`src/adc_readout_pkg.sv`:
```
/*
 * constants, field layout and helpers of the six-channel readout port.
 * assumes a single 40 MHz clock shared by every block that imports it.
 */
package adc_readout_pkg;
   // ------------------------------------------------------------
   // word layout
   // ------------------------------------------------------------
   localparam int DATA_W = 12;
   localparam int TAG_W = 3;
   localparam int WORD_W = 16;
   localparam int BYTE_W = 8;
   localparam int RESULT_VALID_BIT = 15;
   localparam int CHANNEL_TAG_BIT2 = 14;
   localparam int CHANNEL_TAG_BIT0 = 12;
   localparam int SAMPLE_MSB = 11;
   localparam int SAMPLE_LSB = 0;
   localparam int NUM_CH = 6;
   localparam int NUM_PAIR = 3;
   localparam int FIFO_DEPTH = 16;
   // ------------------------------------------------------------
   // timing
   // ------------------------------------------------------------
   localparam int CLK_MHZ = 40;
   localparam int CONV_TIME_NS = 1750;
   localparam int HOLD_MIN_NS = 15;
   // least times round up
   localparam int CONV_CYC = (CONV_TIME_NS * CLK_MHZ + 999) / 1000;
   localparam int HOLD_RAW = (HOLD_MIN_NS * CLK_MHZ + 999) / 1000;
   localparam int HOLD_CYC = (HOLD_RAW < 1) ? 1 : HOLD_RAW;
   localparam int CNT_W = 7;
   // ------------------------------------------------------------
   // readout mode codes (0..5 pick one channel)
   // ------------------------------------------------------------
   localparam logic [2:0] MODE_CYCLE = 3'h6;
   localparam logic [2:0] MODE_FIFO = 3'h7;
   localparam logic [2:0] LAST_CH = 3'h5;
   localparam logic [WORD_W-1:0] EMPTY_WORD = 16'h0000;

   // assemble one output word
   function automatic logic [WORD_W-1:0] make_word(
      input logic vld,
      input logic [TAG_W-1:0] tag,
      input logic [DATA_W-1:0] smp);
      make_word = {vld, tag, smp};
   endfunction

   // channel tag of one member of a pair
   function automatic logic [TAG_W-1:0] pair_tag(
      input logic [1:0] pair,
      input logic member);
      pair_tag = {pair, member};
   endfunction
endpackage

```
`src/word_fifo.sv`:
```
/*
 * synchronous fifo with valid/ready on both sides.
 * assumes one clock and a synchronous active-high reset.
 */
`timescale 1ns/1ps
module word_fifo #(
   parameter int WIDTH = 16,
   parameter int DEPTH = 16
) (
   // clock and reset
   input wire logic ref_clk_i,
   input wire logic reset_i,
   // fill side
   input wire logic in_valid_i,
   output logic in_ready_o,
   input wire logic [WIDTH-1:0] in_data_i,
   // drain side
   output logic out_valid_o,
   input wire logic out_ready_i,
   output logic [WIDTH-1:0] out_data_o
);
   localparam int AW = $clog2(DEPTH);
   logic [WIDTH-1:0] mem [DEPTH]; // storage
   logic [AW-1:0] wr_r; // write pointer
   logic [AW-1:0] rd_r; // read pointer
   logic [AW:0] cnt_r; // fill level
   wire push = in_valid_i & in_ready_o;
   wire pop = out_valid_o & out_ready_i;

   // honest flags
   assign in_ready_o = (cnt_r != (AW+1)'(DEPTH));
   assign out_valid_o = (cnt_r != '0);
   assign out_data_o = mem[rd_r];

   // storage writes
   always_ff @(posedge ref_clk_i) begin
      if (push) begin
         mem[wr_r] <= in_data_i;
      end
   end

   // pointers and level
   always_ff @(posedge ref_clk_i) begin
      if (reset_i) begin
         wr_r <= '0;
         rd_r <= '0;
         cnt_r <= '0;
      end else begin
         wr_r <= wr_r + AW'(push);
         rd_r <= rd_r + AW'(pop);
         cnt_r <= cnt_r + (AW+1)'(push) - (AW+1)'(pop);
      end
   end
endmodule // word_fifo

```
`src/pair_converter.sv`:
```
/*
 * hold detection, sample capture and conversion timing of the three pairs.
 * assumes hold inputs synchronous to ref_clk_i.
 */
`timescale 1ns/1ps
module pair_converter
   import adc_readout_pkg::*;
(
   // clock and reset
   input wire logic ref_clk_i,
   input wire logic reset_i,
   // hold strobes, active low, bit 0 = pair a
   input wire logic [adc_readout_pkg::NUM_PAIR-1:0] hold_n_i,
   // front-end codes, index = channel tag
   input wire logic [adc_readout_pkg::DATA_W-1:0]
      code_i [adc_readout_pkg::NUM_CH],
   // finished pair handshake
   output logic done_valid_o,
   input wire logic done_ack_i,
   output logic [1:0] done_pair_o,
   output logic [adc_readout_pkg::DATA_W-1:0] res0_o,
   output logic [adc_readout_pkg::DATA_W-1:0] res1_o,
   // low while converting or queued
   output logic busy_n_o
);
   typedef enum logic [1:0] {ST_IDLE, ST_CONV, ST_DELIVER} conv_state_e;
   localparam logic [1:0] HOLD_LAST = 2'(HOLD_CYC - 1);
   localparam logic [CNT_W-1:0] CONV_LAST = CNT_W'(CONV_CYC - 1);

   conv_state_e state_r, state_nxt;
   logic [1:0] low_cnt_r [NUM_PAIR]; // cycles hold has been low
   logic [DATA_W-1:0] samp_r [NUM_CH]; // held samples
   logic [NUM_PAIR-1:0] pend_r, pend_nxt; // queued pairs
   logic [NUM_PAIR-1:0] start; // hold accepted this cycle
   logic [NUM_PAIR-1:0] take; // queue bit taken this cycle
   logic [1:0] cur_r, cur_nxt; // pair in conversion
   logic [CNT_W-1:0] cnt_r, cnt_nxt; // conversion clock count
   wire [1:0] first_pend = pend_r[0] ? 2'h0 : (pend_r[1] ? 2'h1 : 2'h2);

   // a pair starts once its hold has been low long enough
   always_comb begin
      for (int p = 0; p < NUM_PAIR; p++) begin
         start[p] = ~hold_n_i[p] & (low_cnt_r[p] == HOLD_LAST);
      end
   end

   // ------------------------------------------------------------
   // hold counters and sample capture, each pair on its own
   // ------------------------------------------------------------
   always_ff @(posedge ref_clk_i) begin
      for (int p = 0; p < NUM_PAIR; p++) begin
         if (reset_i | hold_n_i[p]) begin
            low_cnt_r[p] <= '0;
         end else if (low_cnt_r[p] != 2'h3) begin
            low_cnt_r[p] <= low_cnt_r[p] + 2'h1;
         end
         // both members of the pair are held together
         if (start[p] && !(state_r != ST_IDLE && cur_r == 2'(p))) begin
            samp_r[2*p] <= code_i[2*p];
            samp_r[2*p+1] <= code_i[2*p+1];
         end
      end
   end

   // ------------------------------------------------------------
   // conversion sequencer
   // ------------------------------------------------------------
   always_comb begin
      state_nxt = state_r;
      cur_nxt = cur_r;
      cnt_nxt = cnt_r;
      take = '0;
      case (state_r)
         ST_IDLE: begin
            if (|pend_r) begin
               cur_nxt = first_pend;
               take[first_pend] = 1'b1;
               cnt_nxt = '0;
               state_nxt = ST_CONV;
            end
         end
         ST_CONV: begin
            cnt_nxt = cnt_r + CNT_W'(1);
            if (cnt_r == CONV_LAST) begin
               state_nxt = ST_DELIVER;
            end
         end
         ST_DELIVER: begin
            if (done_ack_i) begin
               state_nxt = ST_IDLE;
            end
         end
         default: state_nxt = ST_IDLE;
      endcase
      // a new hold wins over taking the queue bit
      pend_nxt = (pend_r & ~take) | start;
   end

   // state registers
   always_ff @(posedge ref_clk_i) begin
      if (reset_i) begin
         state_r <= ST_IDLE;
         pend_r <= '0;
         cur_r <= '0;
         cnt_r <= '0;
      end else begin
         state_r <= state_nxt;
         pend_r <= pend_nxt;
         cur_r <= cur_nxt;
         cnt_r <= cnt_nxt;
      end
   end

   // outputs
   assign done_valid_o = (state_r == ST_DELIVER);
   assign done_pair_o = cur_r;
   assign res0_o = samp_r[{cur_r, 1'b0}];
   assign res1_o = samp_r[{cur_r, 1'b1}];
   assign busy_n_o = ~(|pend_r | (state_r != ST_IDLE));

   // busy low one cycle after any accepted hold
   a_hold_busy: assert property (@(posedge ref_clk_i)
      disable iff (reset_i)
      |start |=> !busy_n_o) else $error("busy not low after hold");
   // a conversion never ends within its first eight cycles
   a_conv_length: assert property (@(posedge ref_clk_i)
      disable iff (reset_i)
      $rose(state_r == ST_CONV) |-> (state_r == ST_CONV)[*8])
      else $error("conversion ended early");
endmodule // pair_converter

```
`src/adc_readout_port.sv`:
```
/*
 * parallel readout port: result store, readout modes, byte split and
 * a sixteen-word completion fifo.
 * assumes all inputs synchronous to ref_clk_i and the pins outside
 * resolving data_o with data_oe_n_o.
 */
`timescale 1ns/1ps
// Summary of operation
// top bit high when word valid
// three bits below carry channel tag
// busy low while conversion in progress
// drive outputs only with read and select
// each hold holds its own pair; a hold on a pair still converting or delivering keeps its old samples
// byte mode gives two eight-bit transfers
// host supplies a free-running clock
// mode selects pick result or sequence
// hold low one cycle starts conversion
// word is valid, tag, twelve data
// six result registers keep each channel
// single, cycle and completion-order modes
// reset clears sequencing and valid flags
module adc_readout_port
   import adc_readout_pkg::*;
(
   // clock and reset
   input wire logic ref_clk_i,
   input wire logic reset_i,
   // hold strobes, active low
   input wire logic hold_pair_a_n_i,
   input wire logic hold_pair_b_n_i,
   input wire logic hold_pair_c_n_i,
   // front-end codes per channel
   input wire logic [adc_readout_pkg::DATA_W-1:0] a0_code_i,
   input wire logic [adc_readout_pkg::DATA_W-1:0] a1_code_i,
   input wire logic [adc_readout_pkg::DATA_W-1:0] b0_code_i,
   input wire logic [adc_readout_pkg::DATA_W-1:0] b1_code_i,
   input wire logic [adc_readout_pkg::DATA_W-1:0] c0_code_i,
   input wire logic [adc_readout_pkg::DATA_W-1:0] c1_code_i,
   // read control
   input wire logic rd_n_i,
   input wire logic cs_n_i,
   input wire logic byte_mode_i,
   input wire logic readout_mode_sel2_i,
   input wire logic readout_mode_sel1_i,
   input wire logic readout_mode_sel0_i,
   // parallel data
   output logic [adc_readout_pkg::WORD_W-1:0] data_o,
   output logic data_oe_n_o,
   // status
   output logic busy_n_o,
   output logic fifo_full_o
);
   // ------------------------------------------------------------
   // declarations
   // ------------------------------------------------------------
   logic [DATA_W-1:0] code_w [NUM_CH]; // codes by tag
   logic [DATA_W-1:0] result_r [NUM_CH]; // stored results
   logic [NUM_CH-1:0] valid_r; // result not yet read
   logic [NUM_CH-1:0] valid_nxt;
   logic [TAG_W-1:0] cyc_ptr_r; // cycle mode pointer
   logic [TAG_W-1:0] cyc_ptr_nxt;
   logic [TAG_W-1:0] rd_ch_r; // channel of word in flight
   logic rd_act_r; // read strobe last cycle
   logic byte_ph_r; // second byte is next
   logic [WORD_W-1:0] hold_word_r; // word split over two bytes
   logic [WORD_W-1:0] data_r; // output word
   logic [WORD_W-1:0] data_nxt;
   logic push_idx_r; // member being pushed
   // converter handshake
   logic done_valid;
   logic [1:0] done_pair;
   logic [DATA_W-1:0] res0;
   logic [DATA_W-1:0] res1;
   // fifo ports
   logic fifo_in_ready;
   logic fifo_out_valid;
   logic [WORD_W-1:0] fifo_out_data;

   // ------------------------------------------------------------
   // conversion engine
   // ------------------------------------------------------------
   assign code_w[0] = a0_code_i;
   assign code_w[1] = a1_code_i;
   assign code_w[2] = b0_code_i;
   assign code_w[3] = b1_code_i;
   assign code_w[4] = c0_code_i;
   assign code_w[5] = c1_code_i;
   wire [NUM_PAIR-1:0] hold_n =
      {hold_pair_c_n_i, hold_pair_b_n_i, hold_pair_a_n_i};

   // second member pushed closes the handshake
   wire push = done_valid & fifo_in_ready;
   wire done_ack = push & push_idx_r;
   wire [TAG_W-1:0] push_tag = pair_tag(done_pair, push_idx_r);
   wire [DATA_W-1:0] push_data = push_idx_r ? res1 : res0;

   pair_converter u_conv (
      .ref_clk_i(ref_clk_i),
      .reset_i(reset_i),
      .hold_n_i(hold_n),
      .code_i(code_w),
      .done_valid_o(done_valid),
      .done_ack_i(done_ack),
      .done_pair_o(done_pair),
      .res0_o(res0),
      .res1_o(res1),
      .busy_n_o(busy_n_o)
   );

   // ------------------------------------------------------------
   // read strobe decode
   // ------------------------------------------------------------
   wire [2:0] mode =
      {readout_mode_sel2_i, readout_mode_sel1_i, readout_mode_sel0_i};
   wire rd_act = ~rd_n_i & ~cs_n_i;
   wire rd_start = rd_act & ~rd_act_r;
   wire fifo_mode = (mode == MODE_FIFO);
   wire cycle_mode = (mode == MODE_CYCLE);
   // channel named by mode or pointer
   wire [TAG_W-1:0] sel_ch = cycle_mode ? cyc_ptr_r : mode;
   wire [DATA_W-1:0] sel_data = result_r[sel_ch];
   // word ends on a plain read or the second byte
   wire word_done = rd_start & (~byte_mode_i | byte_ph_r);
   wire [TAG_W-1:0] done_ch = byte_ph_r ? rd_ch_r : sel_ch;
   // stored word selected by the mode inputs
   wire [WORD_W-1:0] reg_word =
      make_word(valid_r[sel_ch], sel_ch, sel_data);
   wire [WORD_W-1:0] fifo_word =
      fifo_out_valid ? fifo_out_data : EMPTY_WORD;
   wire [WORD_W-1:0] sel_word = fifo_mode ? fifo_word : reg_word;
   wire pop = word_done & fifo_mode & fifo_out_valid;

   // ------------------------------------------------------------
   // completion fifo
   // ------------------------------------------------------------
   word_fifo #(
      .WIDTH(WORD_W),
      .DEPTH(FIFO_DEPTH)
   ) u_fifo (
      .ref_clk_i(ref_clk_i),
      .reset_i(reset_i),
      .in_valid_i(done_valid),
      .in_ready_o(fifo_in_ready),
      .in_data_i(make_word(1'b1, push_tag, push_data)),
      .out_valid_o(fifo_out_valid),
      .out_ready_i(pop),
      .out_data_o(fifo_out_data)
   );
   assign fifo_full_o = ~fifo_in_ready;

   // ------------------------------------------------------------
   // next output word and sequencing
   // ------------------------------------------------------------
   always_comb begin
      // byte mode: high byte first, then held low byte
      if (!byte_mode_i) begin
         data_nxt = sel_word;
      end else if (!byte_ph_r) begin
         data_nxt = {8'h00, sel_word[WORD_W-1:BYTE_W]};
      end else begin
         data_nxt = {8'h00, hold_word_r[BYTE_W-1:0]};
      end
      // cycle pointer walks all six channels
      cyc_ptr_nxt = cyc_ptr_r;
      if (word_done && cycle_mode) begin
         cyc_ptr_nxt = (cyc_ptr_r == LAST_CH) ? '0 : cyc_ptr_r + 3'h1;
      end
      // read clears a flag, a new result sets it; set wins
      valid_nxt = valid_r;
      if (word_done && !fifo_mode && done_ch <= LAST_CH) begin
         valid_nxt[done_ch] = 1'b0;
      end
      if (push) begin
         valid_nxt[push_tag] = 1'b1;
      end
   end

   // ------------------------------------------------------------
   // result store
   // ------------------------------------------------------------
   // cleared on reset so an unconverted channel reads as zeros
   always_ff @(posedge ref_clk_i) begin
      if (reset_i) begin
         for (int c = 0; c < NUM_CH; c++) begin
            result_r[c] <= '0; // no unknown data bits
         end
      end else if (push) begin
         result_r[push_tag] <= push_data;
      end
   end

   // ------------------------------------------------------------
   // pair push order
   // ------------------------------------------------------------
   always_ff @(posedge ref_clk_i) begin
      if (reset_i) begin
         push_idx_r <= 1'b0;
      end else if (push) begin
         push_idx_r <= ~push_idx_r;
      end
   end

   // ------------------------------------------------------------
   // read side registers
   // ------------------------------------------------------------
   always_ff @(posedge ref_clk_i) begin
      if (reset_i) begin
         valid_r <= '0;
         cyc_ptr_r <= '0;
         byte_ph_r <= 1'b0;
         rd_act_r <= 1'b0;
         rd_ch_r <= '0;
      end else begin
         valid_r <= valid_nxt;
         cyc_ptr_r <= cyc_ptr_nxt;
         rd_act_r <= rd_act;
         if (rd_start) begin
            byte_ph_r <= byte_mode_i & ~byte_ph_r;
         end
         if (rd_start && !byte_ph_r) begin
            rd_ch_r <= sel_ch;
         end
      end
   end

   // output word and its held copy
   always_ff @(posedge ref_clk_i) begin
      if (reset_i) begin
         data_r <= EMPTY_WORD;
         hold_word_r <= EMPTY_WORD;
      end else if (rd_start) begin
         data_r <= data_nxt;
         if (!byte_ph_r) begin
            hold_word_r <= sel_word;
         end
      end
   end

   // drivers on only with read and select together
   assign data_oe_n_o = ~rd_act;
   assign data_o = data_r;

   // ------------------------------------------------------------
   // checks
   // ------------------------------------------------------------
   a_empty_invalid: assert property (@(posedge ref_clk_i)
      disable iff (reset_i)
      rd_start && !byte_mode_i && fifo_mode && !fifo_out_valid
      |=> data_o[RESULT_VALID_BIT] == 1'b0)
      else $error("empty fifo read flagged valid");
   // a read of a stored result drops its flag
   a_read_clears: assert property (@(posedge ref_clk_i)
      disable iff (reset_i)
      word_done && !fifo_mode && !push && done_ch <= LAST_CH
      |=> !valid_r[$past(done_ch)])
      else $error("read left result flagged valid");
   a_single_tag: assert property (@(posedge ref_clk_i)
      disable iff (reset_i)
      rd_start && !byte_mode_i && mode <= LAST_CH
      |=> data_o[CHANNEL_TAG_BIT2:CHANNEL_TAG_BIT0] == $past(mode))
      else $error("channel tag differs from selection");
   // cycle reads carry the pointer as tag
   a_cycle_tag: assert property (@(posedge ref_clk_i)
      disable iff (reset_i)
      rd_start && !byte_mode_i && cycle_mode
      |=> data_o[CHANNEL_TAG_BIT2:CHANNEL_TAG_BIT0] == $past(cyc_ptr_r))
      else $error("cycle read tag differs from pointer");
   // results waiting for the fifo keep busy low
   a_busy_deliver: assert property (@(posedge ref_clk_i)
      disable iff (reset_i)
      done_valid |-> !busy_n_o)
      else $error("busy high with results pending");
   a_drive_gate: assert property (@(posedge ref_clk_i)
      disable iff (reset_i)
      (rd_n_i || cs_n_i) |-> data_oe_n_o)
      else $error("outputs driven without read and select");
   // drivers on whenever read and select are both low
   a_drive_on_read: assert property (@(posedge ref_clk_i)
      disable iff (reset_i)
      (!rd_n_i && !cs_n_i) |-> !data_oe_n_o)
      else $error("outputs not driven during read");
   a_byte_split: assert property (@(posedge ref_clk_i)
      disable iff (reset_i)
      rd_start && byte_mode_i && !byte_ph_r
      |=> byte_ph_r && data_o[WORD_W-1:BYTE_W] == 8'h00)
      else $error("byte transfer malformed");
   // second byte is the held low half
   a_low_byte: assert property (@(posedge ref_clk_i)
      disable iff (reset_i)
      rd_start && byte_mode_i && byte_ph_r
      |=> !byte_ph_r && data_o == {8'h00, $past(hold_word_r[BYTE_W-1:0])})
      else $error("second byte malformed");
   a_single_data: assert property (@(posedge ref_clk_i)
      disable iff (reset_i)
      rd_start && !byte_mode_i && mode <= LAST_CH && !push
      |=> data_o[SAMPLE_MSB:SAMPLE_LSB] == $past(sel_data))
      else $error("data bits differ from stored result");
   a_store_result: assert property (@(posedge ref_clk_i)
      disable iff (reset_i)
      push |=> valid_r[$past(push_tag)])
      else $error("stored result not flagged valid");
   a_fifo_order: assert property (@(posedge ref_clk_i)
      disable iff (reset_i)
      pop && !byte_mode_i |=> data_o == $past(fifo_out_data))
      else $error("fifo word out of order");
   a_cycle_wrap: assert property (@(posedge ref_clk_i)
      disable iff (reset_i)
      word_done && cycle_mode && cyc_ptr_r == LAST_CH |=> cyc_ptr_r == '0)
      else $error("cycle pointer failed to wrap");
   a_reset_clear: assert property (@(posedge ref_clk_i)
      reset_i |=> valid_r == '0 && cyc_ptr_r == '0 && !byte_ph_r)
      else $error("reset left stale state");
endmodule // adc_readout_port

```
`config.mk`:
```
export PLATFORM = sky130hd
export DESIGN_NAME = adc_readout_port
export DESIGN_NICKNAME = d
export VERILOG_FILES = /design/src/adc_readout_pkg.sv /design/src/word_fifo.sv /design/src/pair_converter.sv /design/src/adc_readout_port.sv
export SDC_FILE = /design/constraint.sdc
export NUM_CORES = 1
export LEC_CHECK = 0
export BUFFER_PORTS_ARGS = -buffer_cell sky130_fd_sc_hd__buf_2
export CORE_AREA = 3 3 241 243
export CTS_BUF_LIST = sky130_fd_sc_hd__clkbuf_4
export CTS_CLUSTER_SIZE = 8
export DETAILED_ROUTE_END_ITERATION = 12
export DIE_AREA = 0 0 244 246
export GPL_ROUTABILITY_DRIVEN = 0
export GPL_TIMING_DRIVEN = 0
export PLACE_DENSITY = 0.58
export SYNTH_ARGS = -nofsm -noshare
export SYNTH_HDL_FRONTEND = slang
export SYNTH_SLANG_ARGS = --single-unit
```
`constraint.sdc`:
```
create_clock -name ref_clk_i -period 2.9 [get_ports ref_clk_i]
set_input_delay 0.145 -clock ref_clk_i [delete_from_list [all_inputs] [get_ports ref_clk_i]]
set_output_delay 0.145 -clock ref_clk_i [all_outputs]
set_load 0.02 [all_outputs]
```
==> impl_metrics.py, run 1 <==
metrics = {
    "timing": {
        "setup_viol": 1,
        "worst_slack_ns": -0.04963,
        "period_share_pct": 101.7,
        "slew_viol_final": 0,
        "period_needed_ns": 2.950,
        "fin_tns_setup_ns": -0.04963,
        "skew_ns": 0.06403,
        "hold_viol": 0,
        "whs_ns": 0.1056,
        "fmax_ghz": 0.3390,
        "relSlewSlack_pct": 18.70,
        "rsz0062_at_grt": "true",
        "worst_pin_slew_ns": 1.219,
    },
    "setup_path": {
        "worstPathArrival_ns": 3.81,
        "crit_start": "u_fifo.cnt_r[3]$_SDFF_PP0_",
        "required_ns": 3.76,
        "worstSetupEndpointType": "register",
        "startpoint_type": "register",
        "r2r_cells": 13,
        "crit_type": "register to register",
        "r2r-start": "u_fifo.cnt_r[3]$_SDFF_PP0_",
        "critPathMaxFanout": 3,
    },
    "die": {
        "die-width_um": 244,
        "dieArea_um2": 60020,
        "core_area_um2": 56170,
        "num_io_pins": 102,
        "num_rows": 87,
        "die_h_um": 246,
        "start_util_pct": 34.80,
    },
    "yosys": {
        "synth_seq_cells": 482,
        "yosys_warnings": 0,
        "postSynthCellCount": 1264,
        "yosysTopAreaCellShare_pct": 63.61,
        "yosys.area.top_type": "edfxtp_1",
        "synth_seq_area_share_pct": 70.57,
        "synth_flop_cell": "edfxtp_1",
        "synth.area.top_cells": "edfxtp_1 64%, mux4_2 8.1%, dfxtp_1 7.0%, nor2_1 2.7%, mux2i_1 2.4%",
        "synth_edf_count": 414,
        "syn_area_per_cell_um2": 15.46,
        "syn_area_um2": 19540,
        "ys_types": 62,
        "syn-num-nets": 1366,
        "async_flop_share_pct": 0,
    },
    "drt": {
        "ant_nets": 0,
        "first_pass_iters": 5,
        "viasPerCell": 5.051,
        "route.detailed.drc": 0,
        "route.vias.total": 12880,
        "wl_um": 54570,
        "first_iter_violations": 981,
        "drt-wirelength-per-cell_um": 21.40,
    },
    "placement": {
        "port_buffers": 100,
        "dp_cells": 2142,
        "dp_hpwl_um": 35630,
    },
    "power_and_ir_drop": {
        "p_clk_share_pct": 41.8,
        "p_leak_nw": 8.995,
        "p_seq_share_pct": 51.2,
        "p_total_mw": 15.29,
        "swShare_pct": 22.98,
        "netSwitchingPower_mw": 3.514,
        "vdd_drop_max_v": 0.0003458,
        "intPower_mw": 11.78,
        "power_density_nw_per_um2": 605.3,
        "power_frac_comb_pct": 7.0,
    },
    "run_status": {
        "violations": "negative setup slack",
        "outcome": "finished with violations",
    },
    "clocking": {
        "cts_buffer_depth": 3,
        "cts_max_level": 4,
        "clk_pin_slew_ns": 0.06,
        "clock_sink_count": 482,
        "cts_root_buffer": "clkbuf_4",
        "clock_latency_ns": 0.96,
        "tritoncts": "built",
        "cts_made_buffers": 133,
    },
    "worst_hold_path": {
        "holdPathStages": 4,
        "hold_path_class": "input port to register",
        "hp-start": "hold_pair_c_n_i",
    },
    "finish": {
        "layout_common_cells": "414 x edfxtp_1, 204 x clkbuf_4, 161 x dlygate4sd3_1",
        "drive_gt1_share_pct": 29.14,
        "final_common_cell": "edfxtp_1",
        "finalNetCount": 1797,
        "fin_cells": 2550,
        "area_growth_syn_to_layout_pct": 29.24,
    },
    "grt": {
        "grt_pass1_wl_um": 82050,
        "grt_pass1_vias": 13730,
        "track_usage_pct": 18.43,
        "grt_max_degree": 25,
        "grt_overflow": 0,
        "antenna_found_initial": 3,
    },
    "run": {
        "maxCapViolCount": 0,
    },
}
## layout make-up
type | instances | area, um2
Antenna cell | 6 | 15.01
Buffer | 68 | 381.6
Clock buffer | 201 | 1509
Clock inverter | 27 | 237.7
Fill cell | 5063 | 30910
Inverter | 36 | 135.1
Multi-Input combinational cell | 678 | 5709
Sequential cell | 482 | 13800
Tap cell | 756 | 945.9
Timing Repair Buffer | 296 | 2529
## synthesized netlist by cell type (4+ instances only)
master,instances
edfxtp_1,414
nor2_1,142
nand2_1,93
mux4_2,70
dfxtp_1,68
a21oi_1,59
mux2i_1,47
clkbuf_1,46
inv_1,35
o21ai_0,26
nor2b_1,24
ha_1,18
nor3_1,17
nand2b_1,16
buf_2,13
nand3_1,13
o22ai_1,13
nor4b_1,11
and3_1,10
nand4_1,9
o211ai_1,8
xor2_1,8
a211oi_1,7
and4_1,7
or3_1,6
a221o_1,5
a2bb2oi_1,5
buf_6,5
mux4_1,5
nand4b_1,5
o2bb2ai_1,5
a21o_1,4
xnor2_1,4
## sequential cells by signal, indices dropped and copies added (netlist names), 4 cells and up, named ones only
| name | count |
|---|---|
| u_fifo.wr_r | 4 |
| u_fifo.rd_r | 4 |
| hold_word_r | 8 |
| u_fifo.cnt_r | 5 |
| valid_r | 6 |
| u_conv.low_cnt_r | 6 |
| data_o | 16 |
| u_fifo.mem | 240 |
| u_conv.cnt_r | 7 |
| result_r | 96 |
| u_conv.samp_r | 72 |
## power groups by stage
stage                     clock network (mW)  logic, mW  registers [mW]
after detailed placement                   0      0.803            7.98
after global routing                    6.98       1.14            7.84
final                                   6.39       1.06            7.83
after global placement                     0      0.739            7.98
after floorplan                            0      0.412            7.97
after CTS                               6.53       1.02            7.83
## logic make-up after synthesis
kind of cell               after synthesis  synth area share (%)
DFF                                    482                 70.57
muxes                                  124                 11.26
and+or+nand+nor                        370                 9.090
AOI/OAI and AO/OA                      152                 4.917
xor gates and xnor gates                12                0.5377
adders and majority gates               19                 1.255
buffers and inverters                  105                 2.369
## final timing paths
check                                                       endpoint  slack [ns]
worst min-delay path            u_conv.low_cnt_r[2][0]$_SDFFCE_PN0P_        0.11
worst max-delay path                      u_fifo.cnt_r[4]$_SDFF_PP0_       -0.05
worst min register to register               data_o[14]$_SDFFE_PP0N_        0.44
worst max register to register            u_fifo.cnt_r[4]$_SDFF_PP0_       -0.05
## worst max-delay path, stage by stage (launching register included)
cell and delay [ns]:
dfxtp_2 0.32, inv_2 0.07, ha_4 0.14, or4b_4 0.52, clkbuf_16 0.18, and3_4 0.19, ha_4 0.26, inv_2 0.04
ha_4 0.15, fa_2 0.37, a21oi_2 0.13, nor2_1 0.06, or3_1 0.34, a21oi_1 0.12
## through the flow
step	worst slack, ns	util (%)	instance area, um2
after global placement	-1.898	37.50	21060
final	-0.04963	44.97	25260
after CTS	-0.07937	44.78	25150
after global routing	-0.1573	44.97	25260
after detailed placement	-1.402	38.24	21480
after floorplan	0.003133	-	19620
## timing repair
action / in CTS / in global routing
buffers inserted: 9 / 4
gates resized for setup: 47 / 20
endpoints found under the setup margin: 407 / 54
pin swaps: 9 / 5
gates cloned: 0 / 1
hold endpoints to repair: 193 / 0
hold buffers: 161 / 0
## layer usage
layer / wire [um] / track usage (%)
met1: 22200 / 22.67
met5: 0 / 0
met2: 27210 / 31.12
met4: 1512 / 7.547
met3: 3643 / 4.647
Note: power is estimated with default switching activity, not from simulation.
==> run 2: changes to the inputs <==
SKIP_CTS_REPAIR_TIMING = 1   (was unset)
==> impl_metrics.py, run 2 (synthesis gave the netlist of run 1 again) <==
metrics = {
    "drt": {
        "drt-wirelength-per-cell_um": 21.34,
        "route.vias.total": 12830,
        "first_pass_iters": 7,
        "route.detailed.drc": 0,
        "wl_um": 54420,
        "ant_nets": 0,
        "first_iter_violations": 1028,
        "viasPerCell": 5.030,
    },
    "placement": {
        "dp_hpwl_um": 35630,
        "port_buffers": 100,
    },
    "die": {
        "die-width_um": 244,
        "start_util_pct": 34.80,
        "num_rows": 87,
        "core_area_um2": 56170,
        "num_io_pins": 102,
        "die_h_um": 246,
        "dieArea_um2": 60020,
    },
    "setup_path": {
        "worstPathArrival_ns": 3.87,
        "startpoint_type": "register",
        "crit_type": "register to register",
        "critPathMaxFanout": 6,
        "required_ns": 3.75,
        "r2r_cells": 13,
        "worstSetupEndpointType": "register",
    },
    "clocking": {
        "cts_root_buffer": "clkbuf_4",
        "cts_buffer_depth": 3,
        "cts_max_level": 4,
        "tritoncts": "built",
        "clk_pin_slew_ns": 0.06,
        "clock_sink_count": 482,
        "cts_made_buffers": 133,
        "clock_latency_ns": 0.94,
    },
    "finish": {
        "area_growth_syn_to_layout_pct": 28.99,
        "reg.largest.list": "u_fifo.mem x240, result_r x96, u_conv.samp_r x72",
        "drive_gt1_share_pct": 29.14,
        "finalNetCount": 1797,
        "regMostFlops": "u_fifo.mem",
        "layout_common_cells": "414 x edfxtp_1, 203 x clkbuf_4, 158 x dlygate4sd3_1",
        "largest_register_ffs": 240,
        "final_common_cell": "edfxtp_1",
    },
    "timing": {
        "slew_viol_final": 0,
        "relSlewSlack_pct": 20.32,
        "whs_ns": 0.09744,
        "worst_slack_ns": -0.1185,
        "fmax_ghz": 0.3313,
        "setup_viol": 3,
        "period_share_pct": 104.1,
        "hold_viol": 0,
        "skew_ns": 0.05347,
        "period_needed_ns": 3.018,
        "fin_tns_setup_ns": -0.2110,
        "worst_pin_slew_ns": 1.195,
        "rsz0062_at_grt": "true",
    },
    "power_and_ir_drop": {
        "power_density_nw_per_um2": 605.7,
        "p_leak_nw": 8.980,
        "vdd_drop_max_v": 0.0003777,
    },
    "grt": {
        "track_usage_pct": 17.22,
        "grt_overflow": 0,
        "grt_pass1_vias": 12590,
        "antenna_found_initial": 3,
        "grt_max_degree": 25,
        "grt_pass1_wl_um": 76480,
    },
    "worst_hold_path": {
        "hold_path_class": "input port to register",
        "holdPathStages": 3,
    },
    "run_status": {
        "violations": "negative setup slack",
        "outcome": "finished with violations",
    },
    "run": {
        "maxCapViolCount": 0,
    },
}
run 2: area by class of cell:
class / instances / area, um2
fill: 5051 / 30960
buffer: 68 / 357.8
timing repair buffer: 296 / 2521
inverter: 36 / 135.1
clock buffer: 201 / 1509
antenna: 6 / 15.01
clock inverter: 27 / 237.7
tap: 756 / 945.9
multi-input combinational: 678 / 5692
sequential: 482 / 13800
run 2: through the flow:
step	setup WS [ns]	area, um2	util, %	power, mW	cells
finish	-0.1185	25210	44.89	15.27	2550
global route	-0.2025	25210	44.89	15.96	2550
CTS	-1.422	23230	41.35	15.17	2370
detailed placement	-1.402	21480	38.24	8.784	2142
global placement	-1.898	21060	37.50	8.719	2120
floorplan	0.003133	19620	-	8.378	1264
run 2: worst paths after layout:
path | start | end | slack (ns)
max | u_fifo.cnt_r[2]$_SDFF_PP0_ | u_fifo.cnt_r[4]$_SDFF_PP0_ | -0.12
min | hold_pair_c_n_i | u_conv.low_cnt_r[2][0]$_SDFFCE_PN0P_ | 0.1
max reg2reg | u_fifo.cnt_r[2]$_SDFF_PP0_ | u_fifo.cnt_r[4]$_SDFF_PP0_ | -0.12
min reg2reg | data_o[14]$_SDFFE_PP0N_ | data_o[14]$_SDFFE_PP0N_ | 0.44
run 2: routing by layer:
layer	vias to the layer above	track usage (%)	routed length, um
li1	5788	-	-
met4	0	6.254	1535
met1	6477	21.84	22150
met5	-	0	0
met3	98	4.539	3523
met2	464	28.53	27210
run 2: power by group:
part | leakage, nW | switching, mW | internal, mW | total, mW
Combinational | 3.55 | 0.632 | 0.431 | 1.06
Sequential | 4.39 | 0.0735 | 7.76 | 7.83
Clock | 1.04 | 2.79 | 3.58 | 6.37
run 2: critical path, stage by stage, from the launching register on:
cell	delay [ns]
dfxtp_2	0.32
inv_2	0.07
ha_4	0.14
or4b_4	0.56
buf_8	0.18
and3_4	0.19
ha_4	0.26
inv_2	0.04
ha_4	0.15
fa_2	0.35
a21oi_2	0.16
nor2_2	0.05
or3_1	0.34
a21oi_1	0.14
==> run 3: changes to the inputs <==
CTS_BUF_LIST = sky130_fd_sc_hd__clkbuf_8   (was sky130_fd_sc_hd__clkbuf_4)
CTS_CLUSTER_SIZE = unset   (was 8)
TNS_END_PERCENT = 10   (was unset)
==> impl_metrics.py, run 3 (synthesis gave the netlist of run 1 again) <==
metrics = {
    "grt": {
        "grt_max_degree": 25,
        "grt_overflow": 0,
        "grt_pass1_vias": 12120,
        "grt_pass1_wl_um": 75440,
        "track_usage_pct": 16.80,
        "antenna_found_initial": 1,
    },
    "power_and_ir_drop": {
        "p_leak_nw": 8.464,
        "power_density_nw_per_um2": 592.8,
        "vdd_drop_max_v": 0.0003858,
        "p_total_mw": 14.29,
    },
    "drt": {
        "drt-wirelength-per-cell_um": 21.94,
        "first_pass_iters": 7,
        "route.detailed.drc": 0,
        "wl_um": 52300,
        "first_iter_violations": 1055,
        "route.vias.total": 12180,
        "ant_nets": 0,
        "viasPerCell": 5.109,
    },
    "worst_hold_path": {
        "hp-start": "byte_mode_i",
        "hold_path_class": "input port to register",
        "min_to": "byte_ph_r$_SDFFE_PP0N_",
        "holdPathStages": 5,
    },
    "setup_path": {
        "slowest_stage": "or4b_4",
        "crit_start": "u_fifo.cnt_r[2]$_SDFF_PP0_",
        "max_stage_delay_ns": 0.55,
        "startpoint_type": "register",
        "crit_chain": "inv_2 > ha_4 > or4b_4 > buf_8 > and3_4 > ha_4 > inv_2 > ha_4 > fa_2 > a21oi_2 > nor2_2 > or3_1 > a21oi_1",
        "worstPathArrival_ns": 3.58,
        "critical-path-top-delay-family": "simple AND/OR/NAND/NOR gates",
        "worstSetupEndpointType": "register",
        "required_ns": 3.47,
        "reg2reg_to": "u_fifo.cnt_r[4]$_SDFF_PP0_",
        "critPathMaxFanout": 6,
        "r2r-start": "u_fifo.cnt_r[2]$_SDFF_PP0_",
        "rrSetupSlack_ns": -0.11,
        "crit_type": "register to register",
        "crit_path_frequent_cell": "ha_4",
        "r2r_cells": 13,
        "cp_num_buf_inv": 3,
    },
    "clocking": {
        "clock_sink_count": 482,
        "cts_root_buffer": "clkbuf_8",
        "tritoncts": "built",
        "clock_latency_ns": 0.66,
        "cts_buffer_depth": 3,
        "clk_pin_slew_ns": 0.06,
        "cts_max_level": 3,
        "cts_made_buffers": 81,
    },
    "timing": {
        "whs_ns": -0.02134,
        "fin_tns_setup_ns": -0.1116,
        "hold_viol": 1,
        "worst_pin_slew_ns": 1.244,
        "fmax_ghz": 0.3320,
        "period_needed_ns": 3.012,
        "worst_slack_ns": -0.1116,
        "setup_viol": 1,
        "skew_ns": 0.02996,
        "rsz0062_at_grt": "true",
        "relSlewSlack_pct": 17.05,
        "slew_viol_final": 0,
        "period_share_pct": 103.8,
    },
    "die": {
        "dieArea_um2": 60020,
        "num_rows": 87,
        "core_area_um2": 56170,
        "die-width_um": 244,
        "die_h_um": 246,
        "num_io_pins": 102,
        "start_util_pct": 34.80,
    },
    "finish": {
        "drive_gt1_share_pct": 24.94,
        "regMostFlops": "u_fifo.mem",
        "layout_common_cells": "414 x edfxtp_1, 128 x nor2_1, 110 x buf_2",
        "fillers": 5086,
        "finalNetCount": 1663,
        "n_antenna_cell": 0,
        "final_common_cell": "edfxtp_1",
        "final_util_pct": 42.92,
        "largest_register_ffs": 240,
        "reg.largest.list": "u_fifo.mem x240, result_r x96, u_conv.samp_r x72",
        "area_growth_syn_to_layout_pct": 23.35,
    },
    "run_status": {
        "outcome": "finished with violations",
        "violations": "negative hold slack, negative setup slack",
    },
    "placement": {
        "port_buffers": 100,
        "place_ws_ns": -1.402,
        "dp_hpwl_um": 35630,
    },
    "run": {
        "maxCapViolCount": 0,
    },
}
==> run 3: worst max-delay path by stage <==
stage,to,cells after the start
2_1_floorplan,u_fifo.cnt_r[4]$_SDFF_PP0_,14
3_3_place_gp,result_r[4][11]$_SDFFCE_PN0P_,7
3_5_place_dp,result_r[7][1]$_DFFE_PP_,6
4_1_cts,result_r[6][1]$_DFFE_PP_,6
5_1_grt,u_fifo.cnt_r[4]$_SDFF_PP0_,13
6_report,u_fifo.cnt_r[4]$_SDFF_PP0_,13
==> run 3: layer usage <==
layer	track usage, %	up-vias	part of all wire [%]
met5	0	-	0
met4	4.315	0	2.6
met3	3.548	85	6.7
met2	28.48	484	49
met1	22.08	6169	42
li1	-	5442	-
==> run 3: worst min-delay path, cell delays in order <==
cell and delay, ns:
buf_2 0.13, nand2_1 0.10, nor2_1 0.05, a21oi_1 0.11, nor2_1 0.05
==> run 3: where the power goes <==
part / switching, mW / internal, mW
Clock: 2.74 / 2.75
Combinational: 0.615 / 0.355
Sequential: 0.0695 / 7.76
Total: 3.42 / 10.9
==> run 3: layout make-up <==
| type | count | area (um2) | share of cell area [%] |
|---|---|---|---|
| plain buffers | 68 | 375.4 | 1.557 |
| clock buffers | 86 | 1184 | 4.910 |
| clock inverters | 64 | 270.3 | 1.121 |
| inverters | 36 | 135.1 | 0.5605 |
| multi-input cells | 678 | 5697 | 23.63 |
| flip-flops and latches | 482 | 13800 | 57.23 |
| well taps | 756 | 945.9 | 3.924 |
| repair buffers | 214 | 1703 | 7.064 |
==> run 3: per-stage QoR <==
stage / cells / area, um2 / hold WS [ns]
2_1_floorplan: 1264 / 19620 / 0.2439
3_3_place_gp: 2120 / 21060 / 0.3211
3_5_place_dp: 2142 / 21480 / 0.3231
4_1_cts: 2292 / 22930 / -0.3851
5_1_grt: 2384 / 24110 / 0.0006184
6_report: 2384 / 24110 / -0.02134
